===== config.mk =====
export PLATFORM = sky130hd
export DESIGN_NAME = usb_endpoint_in_control_status
export DESIGN_NICKNAME = d
export VERILOG_FILES = /design/src/rtl/ep2_pkg.sv /design/src/rtl/in_fifo_tracker.sv /design/src/rtl/usb_endpoint_in_control_status.sv
export SDC_FILE = /design/constraint.sdc
export NUM_CORES = 1
export LEC_CHECK = 0
export BUFFER_PORTS_ARGS = -buffer_cell sky130_fd_sc_hd__buf_4
export CORE_MARGIN = 1
export CORE_UTILIZATION = 49
export CTS_BUF_LIST = sky130_fd_sc_hd__clkbuf_4 sky130_fd_sc_hd__clkbuf_8
export CTS_CLUSTER_DIAMETER = 120
export DETAILED_ROUTE_END_ITERATION = 16
export GPL_ROUTABILITY_DRIVEN = 0
export MAX_ROUTING_LAYER = met4
export PLACE_DENSITY = 0.95
export SYNTH_ARGS = -nofsm -noshare
export SYNTH_HDL_FRONTEND = slang
export SYNTH_SLANG_ARGS = --single-unit

===== constraint.sdc =====
create_clock -name CORE_CLK -period 5.35 [get_ports CORE_CLK]
set_input_delay 1.07 -clock CORE_CLK [delete_from_list [all_inputs] [get_ports CORE_CLK]]
set_output_delay 1.07 -clock CORE_CLK [all_outputs]
set_load 0.02 [all_outputs]

===== src/rtl/ep2_pkg.sv =====
package ep2_pkg;

  localparam logic [7:0]  EP2_CSR_OFFSET  = 8'h28;
  localparam logic [31:0] EP2_CSR_RESET   = 32'h0000_2001;

  localparam int BIT_IN_CLEAR_TOGGLE  = 30;
  localparam int BIT_IN_STALL_SENT    = 29;
  localparam int BIT_IN_SEND_STALL    = 28;
  localparam int BIT_IN_FIFO_FLUSH    = 27;
  localparam int BIT_IN_UNDERRUN      = 26;
  localparam int BIT_IN_OCC_HI        = 25;
  localparam int BIT_IN_PACKET_READY  = 24;
  localparam int BIT_OUT_CLEAR_TOGGLE = 23;
  localparam int BIT_OUT_STALL_SENT   = 22;
  localparam int BIT_IN_ISO_MODE      = 14;
  localparam int BIT_DIRECTION        = 13;
  localparam int BIT_MAX_PACKET_LO    = 0;
  localparam int MAX_PACKET_WIDTH     = 4;

  localparam logic       RESET_DIRECTION  = 1'b1;
  localparam logic [3:0] RESET_MAX_PACKET = 4'h1;
  localparam int         MAX_PACKET_STEP  = 8;

  localparam logic [1:0] OCC_NONE = 2'h0;
  localparam logic [1:0] OCC_ONE  = 2'h2;
  localparam logic [1:0] OCC_FULL = 2'h3;

  localparam int FIFO_BYTES_DEFAULT = 128;

endpackage : ep2_pkg


===== src/rtl/in_fifo_tracker.sv =====
module in_fifo_tracker #(
  parameter int FIFO_BYTES = ep2_pkg::FIFO_BYTES_DEFAULT
) (
  input  wire logic       clk,
  input  wire logic       reset_n,
  input  wire logic       push,
  input  wire logic       pop,
  input  wire logic [7:0] max_bytes,
  output logic      [1:0] occupancy
);

  logic [1:0] count_q;
  logic [1:0] count_d;
  logic       big;

  assign big = 32'(max_bytes) > (FIFO_BYTES / 2);

  always_comb begin
    count_d = count_q;
    if (push && !pop && count_q != 2'h2) begin
      count_d = count_q + 2'h1;
    end else if (pop && !push && count_q != 2'h0) begin
      count_d = count_q - 2'h1;
    end
  end

  always_ff @(posedge clk) begin
    if (!reset_n) begin
      count_q <= 2'h0;
    end else begin
      count_q <= count_d;
    end
  end

  // Occupancy code
  always_ff @(posedge clk) begin
    if (!reset_n) begin
      occupancy <= ep2_pkg::OCC_NONE;
    end else if (count_d == 2'h0) begin
      occupancy <= ep2_pkg::OCC_NONE;
    end else if (count_d == 2'h2 || big) begin
      occupancy <= ep2_pkg::OCC_FULL;
    end else begin
      occupancy <= ep2_pkg::OCC_ONE;
    end
  end

endmodule : in_fifo_tracker


===== src/rtl/usb_endpoint_in_control_status.sv =====
// Overview of operation
// - Control/status register at byte offset 0x28, 32 bits, reset 0x0000_2001.
// - IN stall-sent set on STALL answer to IN token; read clears it.
// - IN send-stall set by CPU makes IN tokens get STALL until cleared.
// - CPU attempts to set packet-ready are ignored while send-stall set.
// - IN flush discards FIFO packet, self-clears flush bit, pulses interrupt.
// - Flush waits while a token transaction is still in progress.
// - Flush discards only the oldest packet and clears its packet-ready.
// - Iso IN token with packet-ready clear sets underrun; read clears it.
// - Underrun sends zero-length packet and flushes the next loaded packet.
// - Occupancy in bits 25:24: 10 one packet, 11 two or one large; one packet with packet-ready set reads 11.
// - CPU sets packet-ready; cleared when host got packet, with interrupt.
// - FIFO writes are blocked while packet-ready is set.
// - OUT clear-toggle written 1 in OUT direction resets OUT toggle to DATA0.
// - OUT stall-sent set when OUT token ends in STALL; read clears it.
// - OUT data longer than maximum packet size is answered with STALL.
// - IN flags act only in IN direction, OUT flags in OUT; underrun iso.
// - Direction bit 13: 0 OUT, 1 IN, IN after reset.
// - Bit 14 selects isochronous (1) or bulk (0) IN transfers.
// - Four-bit max packet field in 8-byte steps, 1000 is 64 bytes.
//
// The Avalon-MM slave port was chosen for this implementation.
module usb_endpoint_in_control_status #(
  parameter int FIFO_BYTES = ep2_pkg::FIFO_BYTES_DEFAULT
) (
  input  wire logic        CORE_CLK,
  input  wire logic        RESET_N,
  input  wire logic [7:0]  ADDRESS,
  input  wire logic        READ,
  input  wire logic        WRITE,
  input  wire logic [31:0] WRITEDATA,
  input  wire logic [3:0]  BYTEENABLE,
  output logic      [31:0] READDATA,
  output logic             WAITREQUEST,
  input  wire logic        IN_TOKEN,
  input  wire logic        IN_XFER_DONE,
  input  wire logic        TOKEN_BUSY,
  input  wire logic        OUT_DATA_END,
  input  wire logic [7:0]  OUT_RX_BYTES,
  output logic             IN_SEND_DATA,
  output logic             IN_SEND_NAK,
  output logic             IN_SEND_STALL,
  output logic             IN_SEND_ZLP,
  output logic             OUT_SEND_STALL,
  output logic             OUT_SEND_ACK,
  output logic             FIFO_FLUSH_ONE,
  output logic             FIFO_WR_BLOCK,
  output logic             IN_TOGGLE,
  output logic             OUT_TOGGLE,
  output logic             CPU_IRQ
);

  function automatic logic wbit(input logic [31:0] d, input logic [3:0] be,
                                input int pos);
    wbit = be[pos / 8] & d[pos];
  endfunction : wbit

  function automatic logic [7:0] max_bytes(input logic [3:0] code);
    max_bytes = (code == 4'h0) ? 8'(ep2_pkg::MAX_PACKET_STEP)
                               : 8'(code * ep2_pkg::MAX_PACKET_STEP);
  endfunction : max_bytes

  ////////////////////////////////////////////////////////////////////////////
  // Bus slave

  logic        waitreq_q;
  logic        hit;
  logic        wr_go;
  logic        rd_go;
  logic [31:0] clr_mask;
  logic [31:0] reg_value;

  logic       direction_q;
  logic       iso_q;
  logic [3:0] max_packet_q;
  logic       send_stall_q;
  logic       flush_q;
  logic       ready_q;
  logic       in_stall_sent_q;
  logic       underrun_q;
  logic       out_stall_sent_q;
  logic       flush_next_q;
  logic [1:0] occupancy;

  assign hit   = ADDRESS == ep2_pkg::EP2_CSR_OFFSET;
  assign wr_go = WRITE && !waitreq_q && hit;
  assign rd_go = READ && !waitreq_q && hit;
  assign clr_mask = rd_go ? READDATA : 32'h0000_0000;

  always_comb begin
    reg_value = 32'h0000_0000;
    reg_value[ep2_pkg::BIT_IN_STALL_SENT]   = in_stall_sent_q;
    reg_value[ep2_pkg::BIT_IN_SEND_STALL]   = send_stall_q;
    reg_value[ep2_pkg::BIT_IN_FIFO_FLUSH]   = flush_q;
    reg_value[ep2_pkg::BIT_IN_UNDERRUN]     = underrun_q;
    reg_value[ep2_pkg::BIT_IN_OCC_HI]       = occupancy[1];
    reg_value[ep2_pkg::BIT_IN_PACKET_READY] = ready_q | occupancy[0];
    reg_value[ep2_pkg::BIT_OUT_STALL_SENT]  = out_stall_sent_q;
    reg_value[ep2_pkg::BIT_IN_ISO_MODE]     = iso_q;
    reg_value[ep2_pkg::BIT_DIRECTION]       = direction_q;
    reg_value[ep2_pkg::BIT_MAX_PACKET_LO +: ep2_pkg::MAX_PACKET_WIDTH] =
      max_packet_q;
  end

  always_ff @(posedge CORE_CLK) begin
    if (!RESET_N) begin
      waitreq_q <= 1'b1;
    end else begin
      waitreq_q <= !((READ || WRITE) && waitreq_q);
    end
  end

  always_ff @(posedge CORE_CLK) begin
    if (!RESET_N) begin
      READDATA <= 32'h0000_0000;
    end else if (READ && waitreq_q) begin
      READDATA <= hit ? reg_value : 32'h0000_0000;
    end
  end

  assign WAITREQUEST = waitreq_q;

  ////////////////////////////////////////////////////////////////////////////
  // Configuration fields

  always_ff @(posedge CORE_CLK) begin
    if (!RESET_N) begin
      direction_q  <= ep2_pkg::RESET_DIRECTION;
      iso_q        <= ep2_pkg::EP2_CSR_RESET[ep2_pkg::BIT_IN_ISO_MODE];
      max_packet_q <= ep2_pkg::RESET_MAX_PACKET;
    end else if (wr_go) begin
      if (BYTEENABLE[1]) begin
        direction_q <= WRITEDATA[ep2_pkg::BIT_DIRECTION];
        iso_q       <= WRITEDATA[ep2_pkg::BIT_IN_ISO_MODE];
      end
      if (BYTEENABLE[0]) begin
        max_packet_q <= WRITEDATA[ep2_pkg::BIT_MAX_PACKET_LO +:
                                  ep2_pkg::MAX_PACKET_WIDTH];
      end
    end
  end

  ////////////////////////////////////////////////////////////////////////////
  // IN side events

  logic in_tok;
  logic stall_ev;
  logic under_ev;
  logic data_ev;
  logic nak_ev;
  logic sent_ev;
  logic cpu_set_ready;
  logic discard_load;
  logic flush_do;
  logic out_end;
  logic out_stall_ev;

  assign in_tok   = IN_TOKEN && direction_q;
  assign stall_ev = in_tok && send_stall_q;
  assign under_ev = in_tok && !send_stall_q && iso_q && !ready_q;
  assign data_ev  = in_tok && !send_stall_q && ready_q;
  assign nak_ev   = in_tok && !send_stall_q && !iso_q && !ready_q;
  assign sent_ev  = IN_XFER_DONE && direction_q && ready_q;
  assign cpu_set_ready = wr_go && direction_q && !send_stall_q && !ready_q &&
    wbit(WRITEDATA, BYTEENABLE, ep2_pkg::BIT_IN_PACKET_READY);
  assign discard_load = cpu_set_ready && flush_next_q;
  assign flush_do = flush_q && !TOKEN_BUSY && direction_q;

  always_ff @(posedge CORE_CLK) begin
    if (!RESET_N) begin
      send_stall_q <= 1'b0;
    end else if (wr_go && BYTEENABLE[3] && direction_q) begin
      send_stall_q <= WRITEDATA[ep2_pkg::BIT_IN_SEND_STALL];
    end
  end

  always_ff @(posedge CORE_CLK) begin
    if (!RESET_N) begin
      flush_q <= 1'b0;
    end else if (flush_do) begin
      flush_q <= 1'b0;
    end else if (wr_go && direction_q &&
                 wbit(WRITEDATA, BYTEENABLE, ep2_pkg::BIT_IN_FIFO_FLUSH)) begin
      flush_q <= 1'b1;
    end
  end

  always_ff @(posedge CORE_CLK) begin
    if (!RESET_N) begin
      ready_q <= 1'b0;
    end else if (stall_ev || sent_ev || flush_do) begin
      ready_q <= 1'b0;
    end else if (cpu_set_ready && !flush_next_q) begin
      ready_q <= 1'b1;
    end
  end

  always_ff @(posedge CORE_CLK) begin
    if (!RESET_N) begin
      flush_next_q <= 1'b0;
    end else if (under_ev) begin
      flush_next_q <= 1'b1;
    end else if (discard_load) begin
      flush_next_q <= 1'b0;
    end
  end

  // Sticky flags, set wins over read-clear
  always_ff @(posedge CORE_CLK) begin
    if (!RESET_N) begin
      in_stall_sent_q  <= 1'b0;
      underrun_q       <= 1'b0;
      out_stall_sent_q <= 1'b0;
    end else begin
      in_stall_sent_q <= stall_ev ||
        (in_stall_sent_q && !clr_mask[ep2_pkg::BIT_IN_STALL_SENT]);
      underrun_q <= under_ev ||
        (underrun_q && !clr_mask[ep2_pkg::BIT_IN_UNDERRUN]);
      out_stall_sent_q <= out_stall_ev ||
        (out_stall_sent_q && !clr_mask[ep2_pkg::BIT_OUT_STALL_SENT]);
    end
  end

  always_ff @(posedge CORE_CLK) begin
    if (!RESET_N) begin
      IN_SEND_DATA   <= 1'b0;
      IN_SEND_NAK    <= 1'b0;
      IN_SEND_STALL  <= 1'b0;
      IN_SEND_ZLP    <= 1'b0;
      FIFO_FLUSH_ONE <= 1'b0;
      FIFO_WR_BLOCK  <= 1'b0;
      CPU_IRQ        <= 1'b0;
    end else begin
      IN_SEND_DATA   <= data_ev;
      IN_SEND_NAK    <= nak_ev;
      IN_SEND_STALL  <= stall_ev;
      IN_SEND_ZLP    <= under_ev;
      FIFO_FLUSH_ONE <= flush_do || discard_load;
      FIFO_WR_BLOCK  <= (ready_q || (cpu_set_ready && !flush_next_q)) &&
                        !(stall_ev || sent_ev || flush_do);
      CPU_IRQ        <= sent_ev || flush_do;
    end
  end

  in_fifo_tracker #(
    .FIFO_BYTES (FIFO_BYTES)
  ) u_tracker (
    .clk       (CORE_CLK),
    .reset_n   (RESET_N),
    .push      (cpu_set_ready),
    .pop       (sent_ev || flush_do || discard_load),
    .max_bytes (max_bytes(max_packet_q)),
    .occupancy (occupancy)
  );

  ////////////////////////////////////////////////////////////////////////////
  // Data toggles and OUT side

  assign out_end = OUT_DATA_END && !direction_q;
  assign out_stall_ev = out_end &&
    (OUT_RX_BYTES > max_bytes(max_packet_q));

  always_ff @(posedge CORE_CLK) begin
    if (!RESET_N) begin
      IN_TOGGLE <= 1'b0;
    end else if (wr_go && direction_q &&
                 wbit(WRITEDATA, BYTEENABLE,
                      ep2_pkg::BIT_IN_CLEAR_TOGGLE)) begin
      IN_TOGGLE <= 1'b0;
    end else if (sent_ev) begin
      IN_TOGGLE <= !IN_TOGGLE;
    end
  end

  always_ff @(posedge CORE_CLK) begin
    if (!RESET_N) begin
      OUT_TOGGLE <= 1'b0;
    end else if (wr_go && !direction_q &&
                 wbit(WRITEDATA, BYTEENABLE,
                      ep2_pkg::BIT_OUT_CLEAR_TOGGLE)) begin
      OUT_TOGGLE <= 1'b0;
    end else if (out_end && !out_stall_ev) begin
      OUT_TOGGLE <= !OUT_TOGGLE;
    end
  end

  always_ff @(posedge CORE_CLK) begin
    if (!RESET_N) begin
      OUT_SEND_STALL <= 1'b0;
      OUT_SEND_ACK   <= 1'b0;
    end else begin
      OUT_SEND_STALL <= out_stall_ev;
      OUT_SEND_ACK   <= out_end && !out_stall_ev;
    end
  end
endmodule : usb_endpoint_in_control_status


# Word level (Yosys, flattened, before mapping)
# Cells that the tools add are included.
# Widths: inputs -> output; s select.
totals:
  output_inout_bits: 44
  in_bits: 60
  ff_bits: 59
  wordCells: 126
op_classes:
  mux: 8
  n_reduce_logical: 80
  magnitude_cmp: 2
  n_eq_ne: 3
  n_bitwise: 6
  n_addsub: 2
ops:
  columns: ["cell", "count"]
  rows:
  - ["$mux 30", 2]
  - ["$logic_and 1x1->1", 41]
  - ["$logic_not 1->1", 17]
  - ["$logic_or 1x1->1", 11]
  - ["$reduce_or 2->1", 5]
  - ["$eq 8x6->1 const B", 1]
  - ["$gt 8x7->1", 1]
  - ["$gt 7x7->1 const B", 1]
  - ["$mux 7", 1]
  - ["$and 1x1->1", 4]
  - ["$logic_not 4->1", 1]
  - ["$mux 2", 2]
  - ["$reduce_and 2->1", 2]
  - ["$reduce_bool 2->1", 2]
  - ["$mux 1", 3]
  - ["$add 2x1->2 const B", 1]
  - ["$eq 2x2->1 const B", 1]
  - ["$logic_not 2->1", 1]
  - ["$ne 2x2->1 const B", 1]
  - ["$sub 2x1->2 const B", 1]
  - ["$not 1->1", 1]
  - ["$or 1x1->1", 1]

# Depth between registers and ports, before layout
depth:
  depth_word: 16
  ltp_mapped: 9
  ltp_nobuf: 9

# Cells and area by module
# A second synthesis with hierarchy kept.
hier_totals:
  hier_cells: 231
  hier_area_um2: 2031.9
by_module_without_submodules:
  columns: ["module", "instances", "cells_each", "area_per_inst_um2", "seq_area_each_um2"]
  rows:
  - ["usb_endpoint_in_control_status", 1, 197, 1747.9, 760.7]
  - ["in_fifo_tracker", 1, 34, 284.0, 80.1]

# Worst setup path before layout
# Ideal clock, no wire load.
synth_timing:
  path_kind: "input to register"
  from: "input port OUT_RX_BYTES[5]"
  to: "register OUT_TOGGLE"
  setup_ps: 91
  path_slack_ps: 2752
  t_required_ps: 5259
  arrival_time_ps: 2507
  cell_stages: 7
  path_buffers: 0
  path_cell_list: "ha_1 nand3_1 or4_1 a21oi_1 nand2_1 xor2_1 a311oi_1"
synth_via:
  elab_chain_len: 4
synth_lines:
  columns: ["item", "line", "rtl"]
  rows:
  - ["start: declaration", "usb_endpoint_in_control_status.sv:39", "input wire logic [7:0] OUT_RX_BYTES,"]
  - ["$gt 8x7->1", "usb_endpoint_in_control_status.sv:261", "(OUT_RX_BYTES > max_bytes(max_packet_q));"]
  - ["$logic_and 1x1->1", "usb_endpoint_in_control_status.sv:260", "assign out_stall_ev = out_end &&"]
  - ["$logic_not 1->1", "usb_endpoint_in_control_status.sv:282", "end else if (out_end && !out_stall_ev) begin"]
  - ["$logic_and 1x1->1", "usb_endpoint_in_control_status.sv:282", null]
  - ["end signal: assignment", "usb_endpoint_in_control_status.sv:283", "OUT_TOGGLE <= !OUT_TOGGLE;"]
  - ["end: declaration", "usb_endpoint_in_control_status.sv:49", "output logic OUT_TOGGLE,"]
# No other way between the ends.
# A chain may end at the register's enable or synchronous reset.

# Worst setup path after layout
layout_timing:
  from: "input port ADDRESS[4]"
  to: "register max_packet_q[2]"
layout_via:
  elab_chain_len: 3
layout_lines:
  columns: ["item", "line", "rtl"]
  rows:
  - ["start: declaration", "usb_endpoint_in_control_status.sv:28", "input wire logic [7:0] ADDRESS,"]
  - ["$eq 8x6->1", "usb_endpoint_in_control_status.sv:85", "assign hit = ADDRESS == ep2_pkg::EP2_CSR_OFFSET;"]
  - ["$logic_and 1x1->1", "usb_endpoint_in_control_status.sv:86", "assign wr_go = WRITE && !waitreq_q && hit;"]
  - ["$reduce_and 2->1 (no line)", null, null]
  - ["end signal: assignment", "usb_endpoint_in_control_status.sv:130", "max_packet_q <= ep2_pkg::RESET_MAX_PACKET;"]
  - ["end signal: assignment", "usb_endpoint_in_control_status.sv:137", "max_packet_q <= WRITEDATA[ep2_pkg::BIT_MAX_PACKET_LO +:"]
  - ["end: declaration", "usb_endpoint_in_control_status.sv:75", "logic [3:0] max_packet_q;"]
# No other way between the ends.

==> flow_metrics.env <==
export IMPL_wl_per_cell_microns=14.3
export IMPL_synth_top_flop_cell="dfxtp_1"
export IMPL_grt_max_degree=29
export IMPL_drv_slew=0
export IMPL_htreeDepth=2
export IMPL_skew_ps=7.85
export IMPL_worst_slew_pin_slew_ps=864
export IMPL_max_freq_mhz=360
export IMPL_met1_length_microns=1870
export IMPL_antenna_found_initial=0
export IMPL_areaGrowthSynthToFinish_pct=28.0
export IMPL_die_area_sq_mm=0.00417
export IMPL_async_flop_share_pct=0
export IMPL_crit_required_ps=5510
export IMPL_power_mw=0.625
export IMPL_synthCells=218
export IMPL_clockBufferDepth=2
export IMPL_grt_pass1_vias=1632
export IMPL_cp_top_family="simple AND/OR/NAND/NOR gates"
export IMPL_die_h_microns=64.6
export IMPL_vdd_drop_max_mv=0.157
export IMPL_drv_cap=0
export IMPL_clockPowerShare_pct=40.7
export IMPL_cts_root_buf="clkbuf_8"
export IMPL_p_sw_mw=0.144
export IMPL_hpwl_microns=3410
export IMPL_final_cell_mix="buf_4, dfxtp_1, nand3_1, nand2_1, a21oi_1"
export IMPL_clkTransAtPathRegs_ps=80
export IMPL_yosys_warnings=0
export IMPL_cts_sinks=42
export IMPL_power_density_mw_per_mm2=255
export IMPL_num_vias=1786
export IMPL_synth_edf_count=0
export IMPL_synth_seq_area_share_pct=43.8
export IMPL_cp_slowest_stage_delay_ps=520
export IMPL_drt_iter0_drc=177
export IMPL_postRouteAntennaNets=0
export IMPL_avgSynthCellArea_sq_um=8.80
export IMPL_core_area_sq_mm=0.00372
export IMPL_ys_ff_latch=42
export IMPL_yosys_area_top_type="dfxtp_1"
export IMPL_cp_arrival_ps=2930
export IMPL_setup_violations=0
export IMPL_comb_power_share_pct=9.0
export IMPL_fin_crit_sh_pct=51.9
export IMPL_ios=104
export IMPL_start_util_pct=51.6
export IMPL_fin_tns_setup_ps=0
export IMPL_route_met2_wl_microns=2320
export IMPL_seq_power_share_pct=50.3
export IMPL_track_usage_pct=24.6
export IMPL_leakagePower_nw=1.11
export IMPL_grt_overflow=0
export IMPL_crit_buf_inv=1
export IMPL_ys_top_cells_by_area="dfxtp_1, buf_4, nand3_1"
export IMPL_path_max_fanout=14
export IMPL_routed_top_layer="met4"
export IMPL_grt_first_pass_wirelength_microns=7580
export IMPL_synth_top_area_share_pct=43.8
export IMPL_min_path_type="reg2reg"
export IMPL_dpl_cell_area_sq_mm=0.00234
export IMPL_period_needed_ps=2780
export IMPL_cts_tree="built"
export IMPL_slew_limit_headroom_pct=42.4
export IMPL_place_inst=321
export IMPL_cts_buffers=5
export IMPL_wl_met3_microns=318
export IMPL_stdcell_count=329
export IMPL_ys_types=44
export IMPL_drt_pass1_iter_count=4
export IMPL_finalHoldViolCount=0
export IMPL_worstSetupPathType="in2reg"
export IMPL_drive_above_1_share_pct=28.1
export IMPL_via_per_inst=5.43
export IMPL_insertion_delay_ps=300
export IMPL_hold_ws_ps=457
export IMPL_syn_area_sq_mm=0.00192
export IMPL_drc=0
export IMPL_cts_resized=0
export IMPL_fin_area_sq_mm=0.00246
export IMPL_p_int_mw=0.481
export IMPL_dieWidth_microns=64.6
export IMPL_critical_path_cell_chain="buf_4 > nor4b_2 > and2_1 > and2b_1 > nand3_1 > mux2i_1 > nor2_1"
export IMPL_post_cts_setup_buffer_count=0
export IMPL_status="finished clean"
export IMPL_hold_buffers=0
export IMPL_n_antenna_cell=0
export IMPL_final_common_cell="buf_4"
export IMPL_fp_row_count=22
export IMPL_worstSetupEndpointType="register"
export IMPL_start_kind="input port"
export IMPL_routed_wl_microns=4690
export IMPL_fin_nets=346
export IMPL_switching_share_pct=23.0
export IMPL_port_buffers=63
export IMPL_crit_slowest_cell="and2_1"
export IMPL_rsz0062_at_grt="no"
Yosys cell counts (all sizes together) (2+ instances only):
cell / n
dfxtp: 42
nand2: 24
nand3: 23
buf: 22
a21oi: 20
nor2: 14
inv: 13
mux2i: 8
ha: 6
clkbuf: 4
and2: 3
and3: 3
o211ai: 3
o31ai: 3
a31o: 2
nor2b: 2
nor3b: 2
nor4b: 2
o21ai: 2
xor2: 2
path summary, 6_finish.rpt:
check               endpoint  slack [ps]            start  cells past startpoint
max reg2reg       OUT_TOGGLE        2960  max_packet_q[1]                      9
min             READDATA[27]         460     READDATA[27]                      2
min reg2reg     READDATA[27]         460     READDATA[27]                      2
max          max_packet_q[2]        2570       ADDRESS[4]                      7
tightest hold or removal path: stages (launching register included):
cell     delay (ps)
dfxtp_1         320
nand2_1          50
a21oi_1          50
cell type report:
| type | count | area, sq um |
|---|---|---|
| Fill cell | 307 | 1260 |
| Multi-Input combinational cell | 155 | 920 |
| Sequential cell | 42 | 841 |
| Timing Repair Buffer | 63 | 473 |
| Clock buffer | 6 | 76.3 |
| Tap cell | 48 | 60.1 |
| Inverter | 13 | 48.8 |
| Clock inverter | 2 | 37.5 |
layer usage:
metal  track usage [%]  vias to the layer above
li1                  -                      836
met1              28.4                      837
met2              39.2                       95
met3              6.16                       18
met4              13.3                        0
met5                 -                        -
power by group through the flow:
| stage | sequential (mW) | combinational [mW] | clock, mW |
|---|---|---|---|
| global route | 0.315 | 0.0607 | 0.269 |
| floorplan | 0.323 | 0.0364 | 0 |
| detailed placement | 0.322 | 0.0552 | 0 |
| finish | 0.315 | 0.0560 | 0.255 |
| CTS | 0.314 | 0.0553 | 0.253 |
| global placement | 0.322 | 0.0538 | 0 |
cell families after synthesis:
logic type | after synthesis | share of synthesized area [%]
adder cells (fa/ha/maj) | 6 | 3.91
AND/OR/NAND/NOR | 82 | 22.3
multiplexers | 9 | 4.76
XOR/XNOR | 3 | 1.37
flip-flops | 42 | 43.8
AO/OA/AOI/OAI | 36 | 11.9
buffers and inverters | 39 | 11.7
other | 1 | 0.196
state kept, by name (all words and copies together) (netlist names), 2 cells and up:
register,cells
max_packet_q,4
READDATA,13
u_tracker.occupancy,2
u_tracker.count_q,2
stage by stage:
stage	setup slack (ps)	utilization [%]
6_report	2570	66.1
5_1_grt	2480	66.1
4_1_cts	2610	66.1
3_5_place_dp	2320	63.0
3_3_place_gp	2370	63.0
2_1_floorplan	2750	-
(Power assumes the default switching activity.)
